--- src/sequencer_consts.vh ---
// Constants for the dual-slope phase sequencer
`ifndef SEQUENCER_CONSTS_VH
`define SEQUENCER_CONSTS_VH
// Phase codes
`define PH_AUTO_ZERO 2'h0
`define PH_SIGNAL_INT 2'h1
`define PH_DEINT 2'h2
`define PH_ZERO_INT 2'h3
// Oscillator divide ratio
`define OSC_DIVIDE 3'h4
// Phase lengths in counts
`define CYCLE_COUNTS 12'hfa0
`define SIGNAL_INT_COUNTS 12'h3e8
`define DEINT_MAX_COUNTS 12'h7d0
`define HEAVY_OVER_COUNTS 12'h80c
`define ZI_MIN_COUNTS 12'h00b
`define ZI_MAX_COUNTS 12'h08c
`define ZI_HEAVY_COUNTS 12'h2e4
`define AZ_HEAVY_COUNTS 12'h104
`endif

--- src/dual_slope_phase_sequencer.v ---
// Phase sequencer and reading counter of a dual-slope integrating converter
//
// Summary of operation
// - Phases run auto-zero, signal integrate, de-integrate, zero-integrator, repeat.
// - Auto-zero shorts inputs to common, charges reference, closes offset loop.
// - Signal integrate opens offset loop, removes short, connects input pins.
// - Signal integrate lasts a fixed time independent of the input.
// - Comparator sampled at end of signal integrate latches the input sign.
// - De-integrate ties low input to common, high input across reference.
// - Reference orientation chosen from latched sign to drive integrator to zero.
// - De-integrate time counted until zero crossing gives the reading.
// - Zero-integrator shorts low to common, recharges reference, loop to high input.
// - Zero-integrator lasts 11 to 140 counts, 740 after heavy overrange.
// - Zero input gives a magnitude reading of exactly zero.
// - Polarity reports true sign even when magnitude is zero.
// - First conversion after overrange is already valid.
// - Conversion counters advance at a quarter of the oscillator rate.
// - Signal integrate 1000 counts, de-integrate 0 to 2000 counts.
// - Auto-zero absorbs leftover counts so each cycle totals 4000 counts.
// - Over 2060 counts overrange: zero-integrator 740, auto-zero 260 counts; the code applies this to every overrange.
`include "sequencer_consts.vh"
module dual_slope_phase_sequencer (
    // Clock and reset
    input wire core_clk,
    input wire reset_n,
    // Comparator from the analog front end (asynchronous)
    input wire comparator_out,
    // Switch controls to the analog front end
    output reg input_short_to_common,
    output reg input_pins_connect,
    output reg reference_charge,
    output reg offset_loop_close,
    output reg input_low_to_common,
    output reg reference_connect,
    output reg reference_invert,
    output reg zero_loop_close,
    // Phase indication
    output reg [1:0] phase,
    output reg reference_deintegrate_phase,
    output reg integrator_zeroing_phase,
    // Result for display
    output reg [3:0] reading_ones,
    output reg [3:0] reading_tens,
    output reg [3:0] reading_hundreds,
    output reg reading_thousands,
    output reg reading_negative,
    output reg reading_overrange,
    output reg reading_valid
);
    // ********************************************************
    // Input synchroniser and count enable
    // ********************************************************
    // Only comp_sync is read; comp_meta may still be settling
    reg comp_meta;
    reg comp_sync;
    wire count_en;

    // Comparator is analog and asynchronous; two flops before use
    // The two clocks of delay are made up for in the reading counter
    always @(posedge core_clk or negedge reset_n) begin
        if (!reset_n) begin
            comp_meta <= 1'b0;
            comp_sync <= 1'b0;
        end else begin
            comp_meta <= comparator_out;
            comp_sync <= comp_meta;
        end
    end

    // Divide-by-four tick shared by every counter of the block
    clock_divider u_div (
        .core_clk(core_clk),
        .reset_n(reset_n),
        .count_en(count_en)
    );

    // ********************************************************
    // Phase and cycle counting
    // ********************************************************
    // cycle_count spans the whole measurement cycle; only auto-zero reads it
    reg [11:0] cycle_count;
    reg [11:0] phase_count;
    reg sign_neg;
    reg heavy_over;
    reg prev_comp;
    reg [1:0] next_phase;
    reg phase_done;
    wire deint_end;

    // Zero crossing: comparator changes from its integrate-end value
    // A level compare, not an edge, so a comparator that is already across ends the phase
    wire crossing = (phase == `PH_DEINT) && (comp_sync != prev_comp);

    // De-integrate ends on the crossing or at the full-scale limit
    // The display takes the count before the step of this same tick
    assign deint_end = count_en && (phase == `PH_DEINT) &&
        (crossing || phase_count == `DEINT_MAX_COUNTS - 12'h001);

    // Phase end decisions; signal integrate count is fixed, de-integrate and zeroing can end on the comparator
    // Combinational so the state register and the reading counter clear act on one decision
    always @* begin
        next_phase = phase;
        phase_done = 1'b0;
        case (phase)
            `PH_AUTO_ZERO: begin
                // Auto-zero takes the rest of the 4000-count cycle
                if (cycle_count == `CYCLE_COUNTS - 12'h001) begin
                    phase_done = 1'b1;
                    next_phase = `PH_SIGNAL_INT;
                end
            end
            `PH_SIGNAL_INT: begin
                // Fixed 1000 counts whatever the input
                if (phase_count == `SIGNAL_INT_COUNTS - 12'h001) begin
                    phase_done = 1'b1;
                    next_phase = `PH_DEINT;
                end
            end
            `PH_DEINT: begin
                // Same end condition as deint_end, which drives the display latch
                if (crossing || phase_count == `DEINT_MAX_COUNTS - 12'h001) begin
                    phase_done = 1'b1;
                    next_phase = `PH_ZERO_INT;
                end
            end
            default: begin
                // Heavy overrange stretches zeroing; otherwise stop at 140 counts or once zeroed
                // Once zeroed the comparator is back at the level it showed at integrate end
                if (heavy_over) begin
                    if (phase_count == `ZI_HEAVY_COUNTS - 12'h001) begin
                        phase_done = 1'b1;
                        next_phase = `PH_AUTO_ZERO;
                    end
                end else if (phase_count == `ZI_MAX_COUNTS - 12'h001 ||
                        (phase_count >= `ZI_MIN_COUNTS - 12'h001 && comp_sync == prev_comp)) begin
                    phase_done = 1'b1;
                    next_phase = `PH_AUTO_ZERO;
                end
            end
        endcase
    end

    // Sequencer state; heavy overrange shortens auto-zero to 260 counts
    // Everything here moves on a count tick only, never on the raw core clock
    always @(posedge core_clk or negedge reset_n) begin
        if (!reset_n) begin
            phase <= `PH_AUTO_ZERO;
            cycle_count <= 12'h000;
            phase_count <= 12'h000;
            sign_neg <= 1'b0;
            heavy_over <= 1'b0;
            prev_comp <= 1'b0;
        end else if (count_en) begin
            // Phase and cycle counts; the end of auto-zero restarts the cycle
            if (phase_done) begin
                phase <= next_phase;
                phase_count <= 12'h000;
                if (phase == `PH_AUTO_ZERO) begin
                    cycle_count <= 12'h000;
                end else begin
                    cycle_count <= cycle_count + 12'h001;
                end
            end else begin
                phase_count <= phase_count + 12'h001;
                cycle_count <= cycle_count + 12'h001;
            end

            // Heavy overrange after zero-integrator: force 260-count auto-zero
            if (phase == `PH_ZERO_INT && phase_done && heavy_over) begin
                cycle_count <= `CYCLE_COUNTS - `AZ_HEAVY_COUNTS;
            end

            // Input sign, and the comparator level that a crossing must leave
            if (phase == `PH_SIGNAL_INT && phase_done) begin
                sign_neg <= comp_sync;
                prev_comp <= comp_sync;
            end

            // The count stops at 2000, so a conversion past 2060 counts cannot be told
            // apart from a lighter overrange; every overrange is taken as heavy, which
            // costs a longer zeroing phase and never a wrong reading
            if (phase == `PH_DEINT && phase_done) begin
                heavy_over <= !crossing;
            end

            // The stretch is served once; the next conversion runs at normal timing
            if (phase == `PH_ZERO_INT && phase_done) begin
                heavy_over <= 1'b0; // Next conversion starts clean
            end
        end
    end

    // ********************************************************
    // Reading counter
    // ********************************************************
    // Digits straight from the decades, copied to the display at end of de-integrate
    wire [3:0] d_ones;
    wire [3:0] d_tens;
    wire [3:0] d_hund;
    wire c_ones;
    wire c_tens;
    wire c_hund;
    reg d_thou;
    wire cnt_clear = count_en && phase == `PH_SIGNAL_INT && phase_done;
    // The first de-integrate tick only covers the switch register, the integrator's first
    // step and the synchroniser; counting it would show a zero input as one count
    wire first_deint_tick = (phase_count == 12'h000);
    // Count only while de-integrating and before the crossing
    wire cnt_step = count_en && phase == `PH_DEINT && !crossing && !first_deint_tick;

    // Three decades; each carry steps the next one on the same tick
    decade_digit u_ones (
        .core_clk(core_clk),
        .reset_n(reset_n),
        .clear(cnt_clear),
        .step(cnt_step),
        .digit(d_ones),
        .carry(c_ones)
    );
    decade_digit u_tens (
        .core_clk(core_clk),
        .reset_n(reset_n),
        .clear(cnt_clear),
        .step(c_ones),
        .digit(d_tens),
        .carry(c_tens)
    );
    decade_digit u_hund (
        .core_clk(core_clk),
        .reset_n(reset_n),
        .clear(cnt_clear),
        .step(c_tens),
        .digit(d_hund),
        .carry(c_hund)
    );

    // Half digit; a zero input crosses at once and leaves all digits zero
    // Set and never cleared by a carry: 1999 is the top of the scale
    always @(posedge core_clk or negedge reset_n) begin
        if (!reset_n) begin
            d_thou <= 1'b0;
        end else if (cnt_clear) begin
            d_thou <= 1'b0;
        end else if (c_hund) begin
            d_thou <= 1'b1;
        end
    end

    // Display latch at end of de-integrate; held through other phases
    // Valid stays high once set; an overrange reports through its own flag
    always @(posedge core_clk or negedge reset_n) begin
        if (!reset_n) begin
            reading_ones <= 4'h0;
            reading_tens <= 4'h0;
            reading_hundreds <= 4'h0;
            reading_thousands <= 1'b0;
            reading_negative <= 1'b0;
            reading_overrange <= 1'b0;
            reading_valid <= 1'b0;
        end else if (deint_end) begin
            reading_ones <= d_ones;
            reading_tens <= d_tens;
            reading_hundreds <= d_hund;
            reading_thousands <= d_thou;
            reading_negative <= sign_neg; // Sign kept even at zero
            reading_overrange <= !crossing;
            reading_valid <= 1'b1; // Every conversion is valid
        end
    end

    // ********************************************************
    // Analog switch decode
    // ********************************************************
    // Registered so the switches never glitch between phases
    // Reset leaves the front end in auto-zero, its safe resting state
    always @(posedge core_clk or negedge reset_n) begin
        if (!reset_n) begin
            input_short_to_common <= 1'b1;
            input_pins_connect <= 1'b0;
            reference_charge <= 1'b1;
            offset_loop_close <= 1'b1;
            input_low_to_common <= 1'b0;
            reference_connect <= 1'b0;
            reference_invert <= 1'b0;
            zero_loop_close <= 1'b0;
            reference_deintegrate_phase <= 1'b0;
            integrator_zeroing_phase <= 1'b0;
        end else begin
            input_short_to_common <= (phase == `PH_AUTO_ZERO);
            offset_loop_close <= (phase == `PH_AUTO_ZERO);
            input_pins_connect <= (phase == `PH_SIGNAL_INT);
            reference_charge <= (phase == `PH_AUTO_ZERO) || (phase == `PH_ZERO_INT);
            input_low_to_common <= (phase == `PH_DEINT) || (phase == `PH_ZERO_INT);
            reference_connect <= (phase == `PH_DEINT);
            reference_invert <= (phase == `PH_DEINT) && !sign_neg;
            zero_loop_close <= (phase == `PH_ZERO_INT);
            // Phase flags share the switch timing so the display sees them in step
            reference_deintegrate_phase <= (phase == `PH_DEINT);
            integrator_zeroing_phase <= (phase == `PH_ZERO_INT);
        end
    end
endmodule

--- src/clock_divider.v ---
// Divide-by-four enable generator for the conversion counters
`include "sequencer_consts.vh"
module clock_divider (
    // Clock and reset
    input wire core_clk,
    input wire reset_n,
    // One-cycle count enable
    output reg count_en
);
    reg [2:0] div;

    // Pulse once every four core clocks
    always @(posedge core_clk or negedge reset_n) begin
        if (!reset_n) begin
            div <= 3'h0;
            count_en <= 1'b0;
        end else begin
            if (div == `OSC_DIVIDE - 3'h1) begin
                div <= 3'h0;
                count_en <= 1'b1;
            end else begin
                div <= div + 3'h1;
                count_en <= 1'b0;
            end
        end
    end
endmodule

--- src/decade_digit.v ---
// One BCD decade of the reading counter with ripple carry
module decade_digit (
    // Clock and reset
    input wire core_clk,
    input wire reset_n,
    // Control
    input wire clear,
    input wire step,
    // Digit and carry
    output reg [3:0] digit,
    output wire carry
);
    // Carry when this digit wraps from nine
    assign carry = step && (digit == 4'h9);

    // Count 0..9
    always @(posedge core_clk or negedge reset_n) begin
        if (!reset_n) begin
            digit <= 4'h0;
        end else if (clear) begin
            digit <= 4'h0;
        end else if (step) begin
            digit <= (digit == 4'h9) ? 4'h0 : digit + 4'h1;
        end
    end
endmodule

--- config.mk ---
export PLATFORM = sky130hd
export DESIGN_NAME = dual_slope_phase_sequencer
export DESIGN_NICKNAME = d
export VERILOG_FILES = /design/src/dual_slope_phase_sequencer.v /design/src/clock_divider.v /design/src/decade_digit.v
export VERILOG_INCLUDE_DIRS = /design/src /design/src/src
export SDC_FILE = /design/constraint.sdc
export NUM_CORES = 1
export LEC_CHECK = 0
export BUFFER_PORTS_ARGS = -buffer_cell sky130_fd_sc_hd__buf_2
export CAP_MARGIN = 0
export CORE_MARGIN = 2
export CORE_UTILIZATION = 29
export DETAILED_ROUTE_END_ITERATION = 10
export PLACE_DENSITY_LB_ADDON = 0.2
export SYNTH_ARGS = -nofsm -noshare
export SYNTH_HDL_FRONTEND = slang
export SYNTH_SLANG_ARGS = --single-unit
--- constraint.sdc ---
create_clock -name core_clk -period 5.8 [get_ports core_clk]
set_input_delay 0.87 -clock core_clk [delete_from_list [all_inputs] [get_ports core_clk]]
set_output_delay 0.87 -clock core_clk [all_outputs]
set_load 0.05 [all_outputs]
==> metrics.md, run 1 <==
| Metric | Value |
|---|---|
| Port bufs | 30 |
| FF+latch count, synth | 70 |
| Initial core utilization | 30.1% |
| Pre-CTS WS | between 2000 and 3000 ps |
| Fin area | 4240 µm² |
| Vias in the first global route | approximately 2700 |
| Routed Antenna Nets | 0 |
| Ant. Diodes | 0 |
| PostCTS Resize Cnt | 0 |
| Vias | 2746 |
| Sw Pwr | about 0.00022 W |
| Setup crit start kind | register |
| GRT overflow | 0 |
| Fin crit period | approximately 3000 ps |
| RSZ-0062 raised after global routing | false |
| Synth-to-Final Area Change | 16.4% |
| # setup viols final | 0 |
| Power per cell area | 256 nW/µm² |
| Layout cells sized above 1 | 19.7% |
| Die Area | between 10000 and 15000 µm² |
| Commonest cells post-synth | dfrtp_1, nand2_1, nor2_1 |
| Final Max Tran Viols | 0 |
| FP Rows | 40 |
| Tcrit/Tclk final | between 50 and 60% |
| CTS Buf Count | 9 |
| Core area | between 10000 and 15000 µm² |
| Ports | 31 |
| Post-CTS Setup Inserts | 0 |
| Clock sink count | 70 |
| Net count, final | a little over 400 |
| Status | finished clean |
| Ys flop type | dfrtp_1 |
| Sequential area share after synthesis | about half |
| First-pass GRT wire length | around 13000 µm |
| Critical Path End Type | register |
| H-Tree Depth | 3 |
| Clock root buffer | clkbuf_16 |
| HP Class | reg -> reg |
| Synth Net Count | around 380 |
| Residual DRC | 0 |
| Post-Syn Area | 3640 µm² |
| Max Root-Sink Buffers | 2 |
| Drt first pass iters | 4 |
| # fillers | around 1300 |
| Reg clk slew, reported paths | roughly 60 ps |
| Leading cell type by number of instances after synthesis | dfrtp_1 |
| Max Fclk | approximately 340 MHz |
| Setup_tns | 0 ps |
| CP max stage delay | 670 ps |
| Total Routed Length | around 7500 µm |
| Clk_lat worst skew | approximately 320 ps |
| Max_cap viols | 0 |
| Ys async rst share | between 90% and 100% |
| Final setup margin | around 2800 ps |
| Worst Tran Pin Value | between 800 and 900 ps |
| DR iter-0 viols | 178 |
| Crit path cell chain | or4_4 -> o41ai_2 -> a31oi_1 -> nor2b_2 -> nor3_2 -> buf_4 -> mux2_4 |
| Sw Ratio | about a fifth |
| Clock skew | slightly above 8 ps |
| WS Path Type | reg -> reg |
| Leakage dissipation | 1.97 nW |
| Slowest CP cell | nor2b_2 |
| CTS tree | built |
| Die Span Y | between 100 and 150 µm |
| P_int | between 0.0008 and 0.0009 W |
| Post-synth EDFFs | 0 |
| Synth area leaders | dfrtp_1, ha_1, a21oi_1 |
| CP required | 6010 ps |
| Via-to-Cell Ratio | between 4 and 5 |
| Logic pwr share | under 10% |
| Worst EP arrival | between 3000 and 4000 ps |
| Placer Congestion | ~0.8 |
| GRT Total Usage | about an eighth |
| Final Hold Violating Endpoints | 0 |
| Clk pwr share | around 54% |
| Worst vdd ir | between 100 and 150 µV |
| Wire per inst | around 13 µm |
| Library cells used by synthesis | 53 |
| Ys Warns | 0 |
| Flop pwr share | a little under half |
| Hpwl dp | 5050 µm |
| Cell taking the most area after synthesis | dfrtp_1 |
| Post-synth top area share | a little under half |
| Area of placed instances | 3920 µm² |
| Die X | between 100 and 150 µm |
| Cells after Synth | between 300 and 400 |
| Mapped Avg Cell Area | 10.1 µm² |
| Slew HR | about two fifths |
| Hold_buf cts | 0 |
| CP max FO | 19 |
| Largest net degree at the start of global routing | a little over 70 |
| Antenna violations before repair | 0 |
==> metrics by stage <==
stage | util [%] | instances | total power, W | hold WS, ps
after floorplan | - | 361 | 0.000500 | 331
after global placement | 32.4 | 547 | 0.000511 | 341
after detailed placement | 32.4 | 547 | 0.000511 | 342
after CTS | 35.0 | 563 | 0.00110 | 354
after global routing | 35.0 | 563 | 0.00113 | 355
final | 35.0 | 563 | 0.00108 | 354
==> worst max-delay path, delay by kind of cell (launching register included) <==
family                 cells  cell delay [ps]
buffers and inverters      1              230
DFF                        1              460
muxes                      1              300
AOI/OAI and AO/OA          2              520
and+or+nand+nor            3             1320
==> power by group through the flow <==
stage | Sequential (W) | Combinational, W | Clock, W
finish | 0.000490 | 0.0000119 | 0.000581
CTS | 0.000490 | 0.0000131 | 0.000601
global placement | 0.000498 | 0.0000130 | 0
global route | 0.000489 | 0.0000146 | 0.000624
detailed placement | 0.000498 | 0.0000131 | 0
floorplan | 0.000498 | 0.00000141 | 0
==> layout by cell type (no fill, tap or decap), types with 5 or more instances in the layout <==
cell,netlist,routed
nor2_1,28,28
a21oi_1,26,26
mux2i_1,6,6
and3_1,12,12
dfrtp_1,68,68
o31ai_1,7,7
nor3_1,11,11
inv_1,18,18
mux2_2,11,11
or3_1,5,5
ha_1,15,15
nand3_1,16,16
clkbuf_16,0,9
nand2_1,31,31
nor2b_1,6,6
o21ai_0,15,15
buf_2,1,30
==> per-layer routing <==
| layer | vias up | share of wire, % | global-route usage (%) |
|---|---|---|---|
| li1 | 1348 | - | - |
| met1 | 1334 | 48 | 16.6 |
| met2 | 57 | 47 | 19.6 |
| met3 | 7 | 3.6 | 2.46 |
| met4 | 0 | 1.5 | 6.51 |
| met5 | - | 0 | 0 |
==> path summary, 6_finish.rpt <==
kind                                               end                  startpoint  cells past startpoint  slack, ps
min                                comp_sync$_DFF_PN0_         comp_meta$_DFF_PN0_                      0        350
max                              prev_comp$_DFFE_PN0P_  phase_count[6]$_DFFE_PN0P_                      7       2840
max reg2reg                      prev_comp$_DFFE_PN0P_  phase_count[6]$_DFFE_PN0P_                      7       2840
max in group asynchronous  cycle_count[11]$_DFFE_PN0P_                     reset_n                      2       4480
min in group asynchronous  reading_ones[0]$_DFFE_PN0P_                     reset_n                      2        740
min reg2reg                        comp_sync$_DFF_PN0_         comp_meta$_DFF_PN0_                      0        350
==> state kept, by name (all words and copies together), names as in the netlist, 2 cells and up <==
name	count
u_div.div	3
reading_tens	4
cycle_count	12
reading_ones	4
u_tens.digit	4
phase	2
u_hund.digit	4
u_ones.digit	4
reading_hundreds	4
phase_count	12
==> cell families (layout without fill, tap and decap cells) <==
| kind of cell | count (synthesis) | after routing | share of synthesized area (%) |
|---|---|---|---|
| buf+inv | 34 | 68 | 4.88 |
| mux | 18 | 18 | 5.46 |
| xor+xnor | 8 | 8 | 1.92 |
| compound gates | 75 | 75 | 13.3 |
| simple gates | 141 | 141 | 21.1 |
| flops | 70 | 70 | 48.2 |
| fa+ha+maj | 15 | 15 | 5.15 |
==> cell type report <==
class	count	area [µm²]	share of cell area (%)
Inverter	18	67.6	1.59
Tap cell	168	210	4.96
Multi-Input combinational cell	257	1710	40.3
Timing Repair Buffer	34	180	4.25
Sequential cell	70	1750	41.4
Clock inverter	6	87.6	2.07
Clock buffer	10	229	5.40
Note: power is estimated with default switching activity, not from simulation.
==> run 2: changes to the inputs <==
==> constraint.sdc (replaced) <==
create_clock -name core_clk -period 2.8 [get_ports core_clk]
set_input_delay 0.42 -clock core_clk [delete_from_list [all_inputs] [get_ports core_clk]]
set_output_delay 0.42 -clock core_clk [all_outputs]
set_load 0.05 [all_outputs]
==> metrics.md, run 2 (same netlist as run 1, synthesis figures left out) <==
| Metric | Value |
|---|---|
| Via-to-Cell Ratio | 4.86 (was 4.88) |
| Vias | 2768 (was 2746) |
| Initial core utilization | 30.1% (unchanged) |
| # setup viols final | 0 (unchanged) |
| Core area | 12100 µm² (unchanged) |
| Tcrit/Tclk final | 88.9% (was 51.0%) |
| Worst Tran Pin Value | 659 ps (was 883 ps) |
| CP max FO | 19 (unchanged) |
| Clock root buffer | clkbuf_16 (unchanged) |
| Fin area | 4270 µm² (was 4240 µm²) |
| Reg2reg start | phase_count[6]$_DFFE_PN0P_ (unchanged) |
| CTS Buf Count | 9 (unchanged) |
| Final Max Tran Viols | 0 (unchanged) |
| Commonest non-fill, non-tap cell in the layout | dfrtp_1 (unchanged) |
| Routed Antenna Nets | 0 (unchanged) |
| Ant. Diodes | 0 (unchanged) |
| Status | finished clean (unchanged) |
| Finished Layout Cells | 569 (was 563) |
| Max Fclk | 402 MHz (was 338 MHz) |
| Die Area | 13500 µm² (unchanged) |
| Drt first pass iters | 4 (unchanged) |
| Die Span Y | 116 µm (unchanged) |
| Clk_lat worst skew | 340 ps (was 320 ps) |
| Placer Congestion | 0.804 (was 0.778) |
| Wire per inst | 13.6 µm (was 13.4 µm) |
| Biggest regs | cycle_count: 12 flops, phase_count: 12 flops (unchanged) |
| Largest net degree at the start of global routing | 37 (was 71) |
| Hold_buf cts | 0 (unchanged) |
| Max_cap viols | 0 (unchanged) |
| R2R setup slack | 310 ps (was 2840 ps) |
| Critical Path End Type | register (unchanged) |
| Total power draw | 0.00221 W (was 0.00108 W) |
| PostCTS Resize Cnt | 0 (unchanged) |
| Die X | 116 µm (unchanged) |
| Vias in the first global route | 2669 (was 2739) |
| Power per cell area | 518 nW/µm² (was 256 nW/µm²) |
| Post-CTS Setup Inserts | 0 (unchanged) |
| Fin crit period | 2490 ps (was 2960 ps) |
| Leakage dissipation | 2.00 nW (was 1.97 nW) |
| WS Path Type | reg -> reg (unchanged) |
| Antenna violations before repair | 0 (unchanged) |
| FP Rows | 40 (unchanged) |
| HP Class | in -> async (was reg -> reg) |
| RSZ-0062 raised after global routing | false (unchanged) |
| Ports | 31 (unchanged) |
| Setup crit start kind | register (unchanged) |
| Worst vdd ir | 222 µV (was 122 µV) |
| GRT Total Usage | 12.5% (was 12.6%) |
| CTS tree | built (unchanged) |
| Reg clk slew, reported paths | 60 ps (about the same) |
| Hold_ws | 122 ps (was 354 ps) |
| Setup_tns | 0 ps (unchanged) |
| CP required | 3050 ps (was 6010 ps) |
| Worst EP arrival | 2740 ps (was 3170 ps) |
| Slew HR | 55.7% (was 41.1%) |
| GRT overflow | 0 (unchanged) |
| Synth-to-Final Area Change | 17.4% (was 16.4%) |
| First-pass GRT wire length | 13100 µm (was 13300 µm) |
| Residual DRC | 0 (unchanged) |
| Commonest cells after routing, fill and taps aside | dfrtp_1, nand2_1, buf_2 (unchanged) |
| H-Tree Depth | 3 (unchanged) |
| Final Hold Violating Endpoints | 0 (unchanged) |
| Layout cells sized above 1 | 21.2% (was 19.7%) |
| Port bufs | 30 (unchanged) |
| Hpwl dp | 5420 µm (was 5050 µm) |
| Worst r2r path cells | 8 (was 7) |
| Area of placed instances | 3970 µm² (was 3920 µm²) |
| Clock sink count | 70 (unchanged) |
| Total Routed Length | 7740 µm (was 7540 µm) |
| DR iter-0 viols | 167 (was 178) |
| Net count, final | 414 (was 408) |
| Clock skew | 5.90 ps (was 8.14 ps) |
| R2R Path End | u_hund.digit[3]$_DFFE_PN0P_ (was prev_comp$_DFFE_PN0P_) |
| Max Root-Sink Buffers | 2 (unchanged) |
| Inst Count DP | 553 (was 547) |
==> run 2: cell types whose count changed in the layout (fill, tap and decap cells not counted) <==
| cell | before | now |
|---|---|---|
| clkbuf_1 | 1 | 0 |
| buf_4 | 4 | 10 |
| clkinv_2 | 2 | 1 |
| clkbuf_8 | 0 | 1 |
| bufinv_16 | 2 | 1 |
| clkinv_4 | 2 | 1 |
| inv_6 | 0 | 2 |
| clkinvlp_4 | 0 | 1 |
==> run 2: how the worst max path moves through the flow <==
| stage | startpoint | endpoint | slack [ps] | depth (start not counted) |
|---|---|---|---|---|
| 2_1_floorplan | phase[0]$_DFFE_PN0P_ | prev_comp$_DFFE_PN0P_ | 500 | 6 |
| 3_3_place_gp | phase_count[6]$_DFFE_PN0P_ | u_ones.digit[3]$_DFFE_PN0P_ | 360 | 8 |
| 3_5_place_dp | phase_count[1]$_DFFE_PN0P_ | heavy_over$_DFFE_PN0P_ | 320 | 8 |
| 4_1_cts | phase_count[6]$_DFFE_PN0P_ | u_hund.digit[3]$_DFFE_PN0P_ | 310 | 8 |
| 5_1_grt | phase_count[1]$_DFFE_PN0P_ | cycle_count[9]$_DFFE_PN0P_ | 150 | 8 |
| 6_report | phase_count[6]$_DFFE_PN0P_ | u_hund.digit[3]$_DFFE_PN0P_ | 310 | 8 |
==> run 2: layer usage <==
layer	vias to the layer above	global-route usage, %	routed length [µm]
met2	34	19.7	3580
li1	1364	-	-
met1	1358	16.3	3750
met3	12	2.67	241
met4	0	6.19	167
met5	-	0	0
==> run 2: where the power goes <==
part / leakage, nW / switching, W / total (W) / internal [W]
clock: 0.149 / 0.000455 / 0.00117 / 0.000720
combinational: 0.904 / 0.0000216 / 0.0000261 / 0.00000448
sequential: 0.942 / 0.000000711 / 0.00101 / 0.00101
==> run 2: area by class of cell <==
| type | count | area (µm²) |
|---|---|---|
| fill | 1268 | 7840 |
| sequential | 70 | 1750 |
| multi-input combinational | 257 | 1710 |
| clock buffer | 10 | 239 |
| timing repair buffer | 40 | 225 |
| tap | 168 | 210 |
| clock inverter | 6 | 68.8 |
| inverter | 18 | 67.6 |
==> run 2: critical path: stages, from the launching register on <==
cell,delay [ps]
dfrtp_1,460
or4_4,570
o41ai_2,360
a31oi_1,180
nor2b_2,120
buf_4,240
nor3_2,100
buf_4,230
a21oi_1,140
==> run 2: stage by stage <==
step / worst slack [ps] / util [%]
6_report: 310 / 35.3
5_1_grt: 154 / 35.3
4_1_cts: 307 / 35.3
3_5_place_dp: 320 / 32.7
3_3_place_gp: 364 / 32.7
2_1_floorplan: 501 / -
==> run 3: changes to the inputs <==
--- a/config.mk
+++ b/config.mk
@@ -11,7 +11,8 @@
 export CORE_MARGIN = 2
 export CORE_UTILIZATION = 29
 export DETAILED_ROUTE_END_ITERATION = 10
-export PLACE_DENSITY_LB_ADDON = 0.2
+export PLACE_DENSITY_LB_ADDON = 0.08
+export SKIP_LAST_GASP = 1
 export SYNTH_ARGS = -nofsm -noshare
 export SYNTH_HDL_FRONTEND = slang
 export SYNTH_SLANG_ARGS = --single-unit
==> metrics.md, run 3 (same netlist as run 1, synthesis figures left out) <==
| Metric | Value |
|---|---|
| Clk_lat worst skew | 330 ps (was 340 ps) |
| Ant. Diodes | 0 (unchanged) |
| Worst vdd ir | 240 µV (was 222 µV) |
| CP top delay family | simple AND/OR/NAND/NOR gates (unchanged) |
| Largest net degree at the start of global routing | 71 (was 37) |
| PostCTS Resize Cnt | 0 (unchanged) |
| FP Rows | 40 (unchanged) |
| Die Span Y | 116 µm (unchanged) |
| Setup crit start kind | register (unchanged) |
| Antenna violations before repair | 0 (unchanged) |
| Reg clk slew, reported paths | 60 ps (about the same) |
| Worst EP arrival | 2770 ps (was 2740 ps) |
| H-Tree Depth | 3 (unchanged) |
| Hold_buf cts | 0 (unchanged) |
| Vias | 2781 (was 2768) |
| CP required | 3050 ps (about the same) |
| R2R setup slack | 280 ps (was 310 ps) |
| Clock sink count | 70 (unchanged) |
| DR iter-0 viols | 169 (was 167) |
| Multi-input gate area in the final layout | 1710 µm² (unchanged) |
| Total power draw | 0.00221 W (about the same) |
| Hpwl dp | 5780 µm (was 5420 µm) |
| Clock skew | 7.58 ps (was 5.90 ps) |
| RSZ-0062 raised after global routing | false (unchanged) |
| Clock root buffer | clkbuf_16 (unchanged) |
| Max Fclk | 396 MHz (was 402 MHz) |
| Synth-to-Final Area Change | 17.5% (was 17.4%) |
| Core area | 12100 µm² (unchanged) |
| Final setup margin | 276 ps (was 310 ps) |
| Tcrit/Tclk final | 90.1% (was 88.9%) |
| Die X | 116 µm (unchanged) |
| CP max FO | 11 (was 19) |
| CP max stage delay | 570 ps (about the same) |
| GRT overflow | 0 (unchanged) |
| Leakage dissipation | 2.00 nW (about the same) |
| Worst Tran Pin Value | 903 ps (was 659 ps) |
| Total Routed Length | 8310 µm (was 7740 µm) |
| Vias in the first global route | 2660 (was 2669) |
| WS Path Type | reg -> reg (unchanged) |
| Critical Path End Type | register (unchanged) |
| Net count, final | 414 (unchanged) |
| Crit path cell chain | or4_4 -> o41ai_2 -> a31oi_1 -> nor2b_2 -> buf_4 -> nor2_2 -> nor3_1 (was or4_4 -> o41ai_2 -> a31oi_1 -> nor2b_2 -> buf_4 -> nor3_2 -> buf_4 -> a21oi_1) |
| Max Root-Sink Buffers | 2 (unchanged) |
| Ports | 31 (unchanged) |
| Routed Antenna Nets | 0 (unchanged) |
| Inst Count DP | 553 (unchanged) |
| First-pass GRT wire length | 14200 µm (was 13100 µm) |
| Commonest non-fill, non-tap cell in the layout | dfrtp_1 (unchanged) |
| Placer Congestion | 0.737 (was 0.804) |
| # setup viols final | 0 (unchanged) |
| Max_cap viols | 0 (unchanged) |
| CTS tree | built (unchanged) |
| Finished Layout Cells | 569 (unchanged) |
| HP Class | in -> reg (was in -> async) |
| Pre-CTS WS | 297 ps (was 320 ps) |
| Slowest CP cell | or4_4 (unchanged) |
| Via-to-Cell Ratio | 4.89 (was 4.86) |
| CTS Buf Count | 9 (unchanged) |
| Final Hold Violating Endpoints | 0 (unchanged) |
| Drt first pass iters | 4 (unchanged) |
| Residual DRC | 0 (unchanged) |
| Port bufs | 30 (unchanged) |
| Power per cell area | 517 nW/µm² (was 518 nW/µm²) |
| Biggest regs | cycle_count: 12 flops, phase_count: 12 flops (unchanged) |
| Post-CTS Setup Inserts | 0 (unchanged) |
| Wire per inst | 14.6 µm (was 13.6 µm) |
| Fin crit period | 2520 ps (was 2490 ps) |
| Layout cells sized above 1 | 21.2% (unchanged) |
| # fillers | 1264 (was 1268) |
| Die Area | 13500 µm² (unchanged) |
| Hold_ws | 199 ps (was 122 ps) |
| Commonest cells after routing, fill and taps aside | dfrtp_1, nand2_1, buf_2 (unchanged) |
| GRT Total Usage | 13.7% (was 12.5%) |
| Setup_tns | 0 ps (unchanged) |
| Initial core utilization | 30.1% (unchanged) |
| Total area of sequential cells | 1750 µm² (unchanged) |
| Status | finished clean (unchanged) |
| Final Max Tran Viols | 0 (unchanged) |
| Slew HR | 39.8% (was 55.7%) |
| Number of buffers and inverters on the critical path | 1 (was 2) |
[run 3: cell count changes in the layout (fill, tap and decap cells not counted)]
cell	previous run	this run
buf_2	30	29
clkinv_2	1	2
clkbuf_8	1	2
inv_6	2	1
clkinv_4	1	0
buf_4	10	11
[run 3: worst register-to-register path, delay by kind of cell, from the launching register on]
kind / cells / cell delay [ps]
AOI/OAI and AO/OA: 2 / 550
buffers and inverters: 1 / 230
DFF: 1 / 460
and+or+nand+nor: 4 / 1200
[run 3: area by class of cell]
| class | instances | area share [%] |
|---|---|---|
| clock inverters | 5 | 1.32 |
| multi-input cells | 257 | 40.0 |
| well taps | 168 | 4.91 |
| clock buffers | 11 | 5.91 |
| inverters | 18 | 1.58 |
| flip-flops and latches | 70 | 41.0 |
| repair buffers | 40 | 5.32 |
[run 3: layer usage]
metal | vias up | GRT usage (%) | share of wire (%)
li1 | 1369 | - | -
met1 | 1353 | 19.9 | 51
met2 | 51 | 19.7 | 43
met3 | 8 | 3.35 | 4.1
met4 | 0 | 5.16 | 1.3
met5 | - | 0 | 0
[run 3: metrics by stage]
| stage | area (µm²) | util, % |
|---|---|---|
| after detailed placement | 3970 | 32.8 |
| after CTS | 4280 | 35.3 |
| after global placement | 3970 | 32.8 |
| after floorplan | 3640 | - |
| final | 4280 | 35.3 |
| after global routing | 4280 | 35.3 |
[run 3: report_power, final]
part / internal (W) / switching, W
Sequential: 0.00101 / 0.000000777
Combinational: 0.00000296 / 0.0000218
Clock: 0.000738 / 0.000433
Total: 0.00175 / 0.000455
[run 3: worst paths after layout]
| kind | cells past startpoint | to | from |
|---|---|---|---|
| max | 7 | phase_count[2]$_DFFE_PN0P_ | phase_count[6]$_DFFE_PN0P_ |
| min | 1 | comp_meta$_DFF_PN0_ | comparator_out |
| max reg2reg | 7 | phase_count[2]$_DFFE_PN0P_ | phase_count[6]$_DFFE_PN0P_ |
| min reg2reg | 0 | comp_sync$_DFF_PN0_ | comp_meta$_DFF_PN0_ |
| max in group asynchronous | 1 | cycle_count[7]$_DFFE_PN0P_ | reset_n |
| min in group asynchronous | 1 | reading_tens[3]$_DFFE_PN0P_ | reset_n |
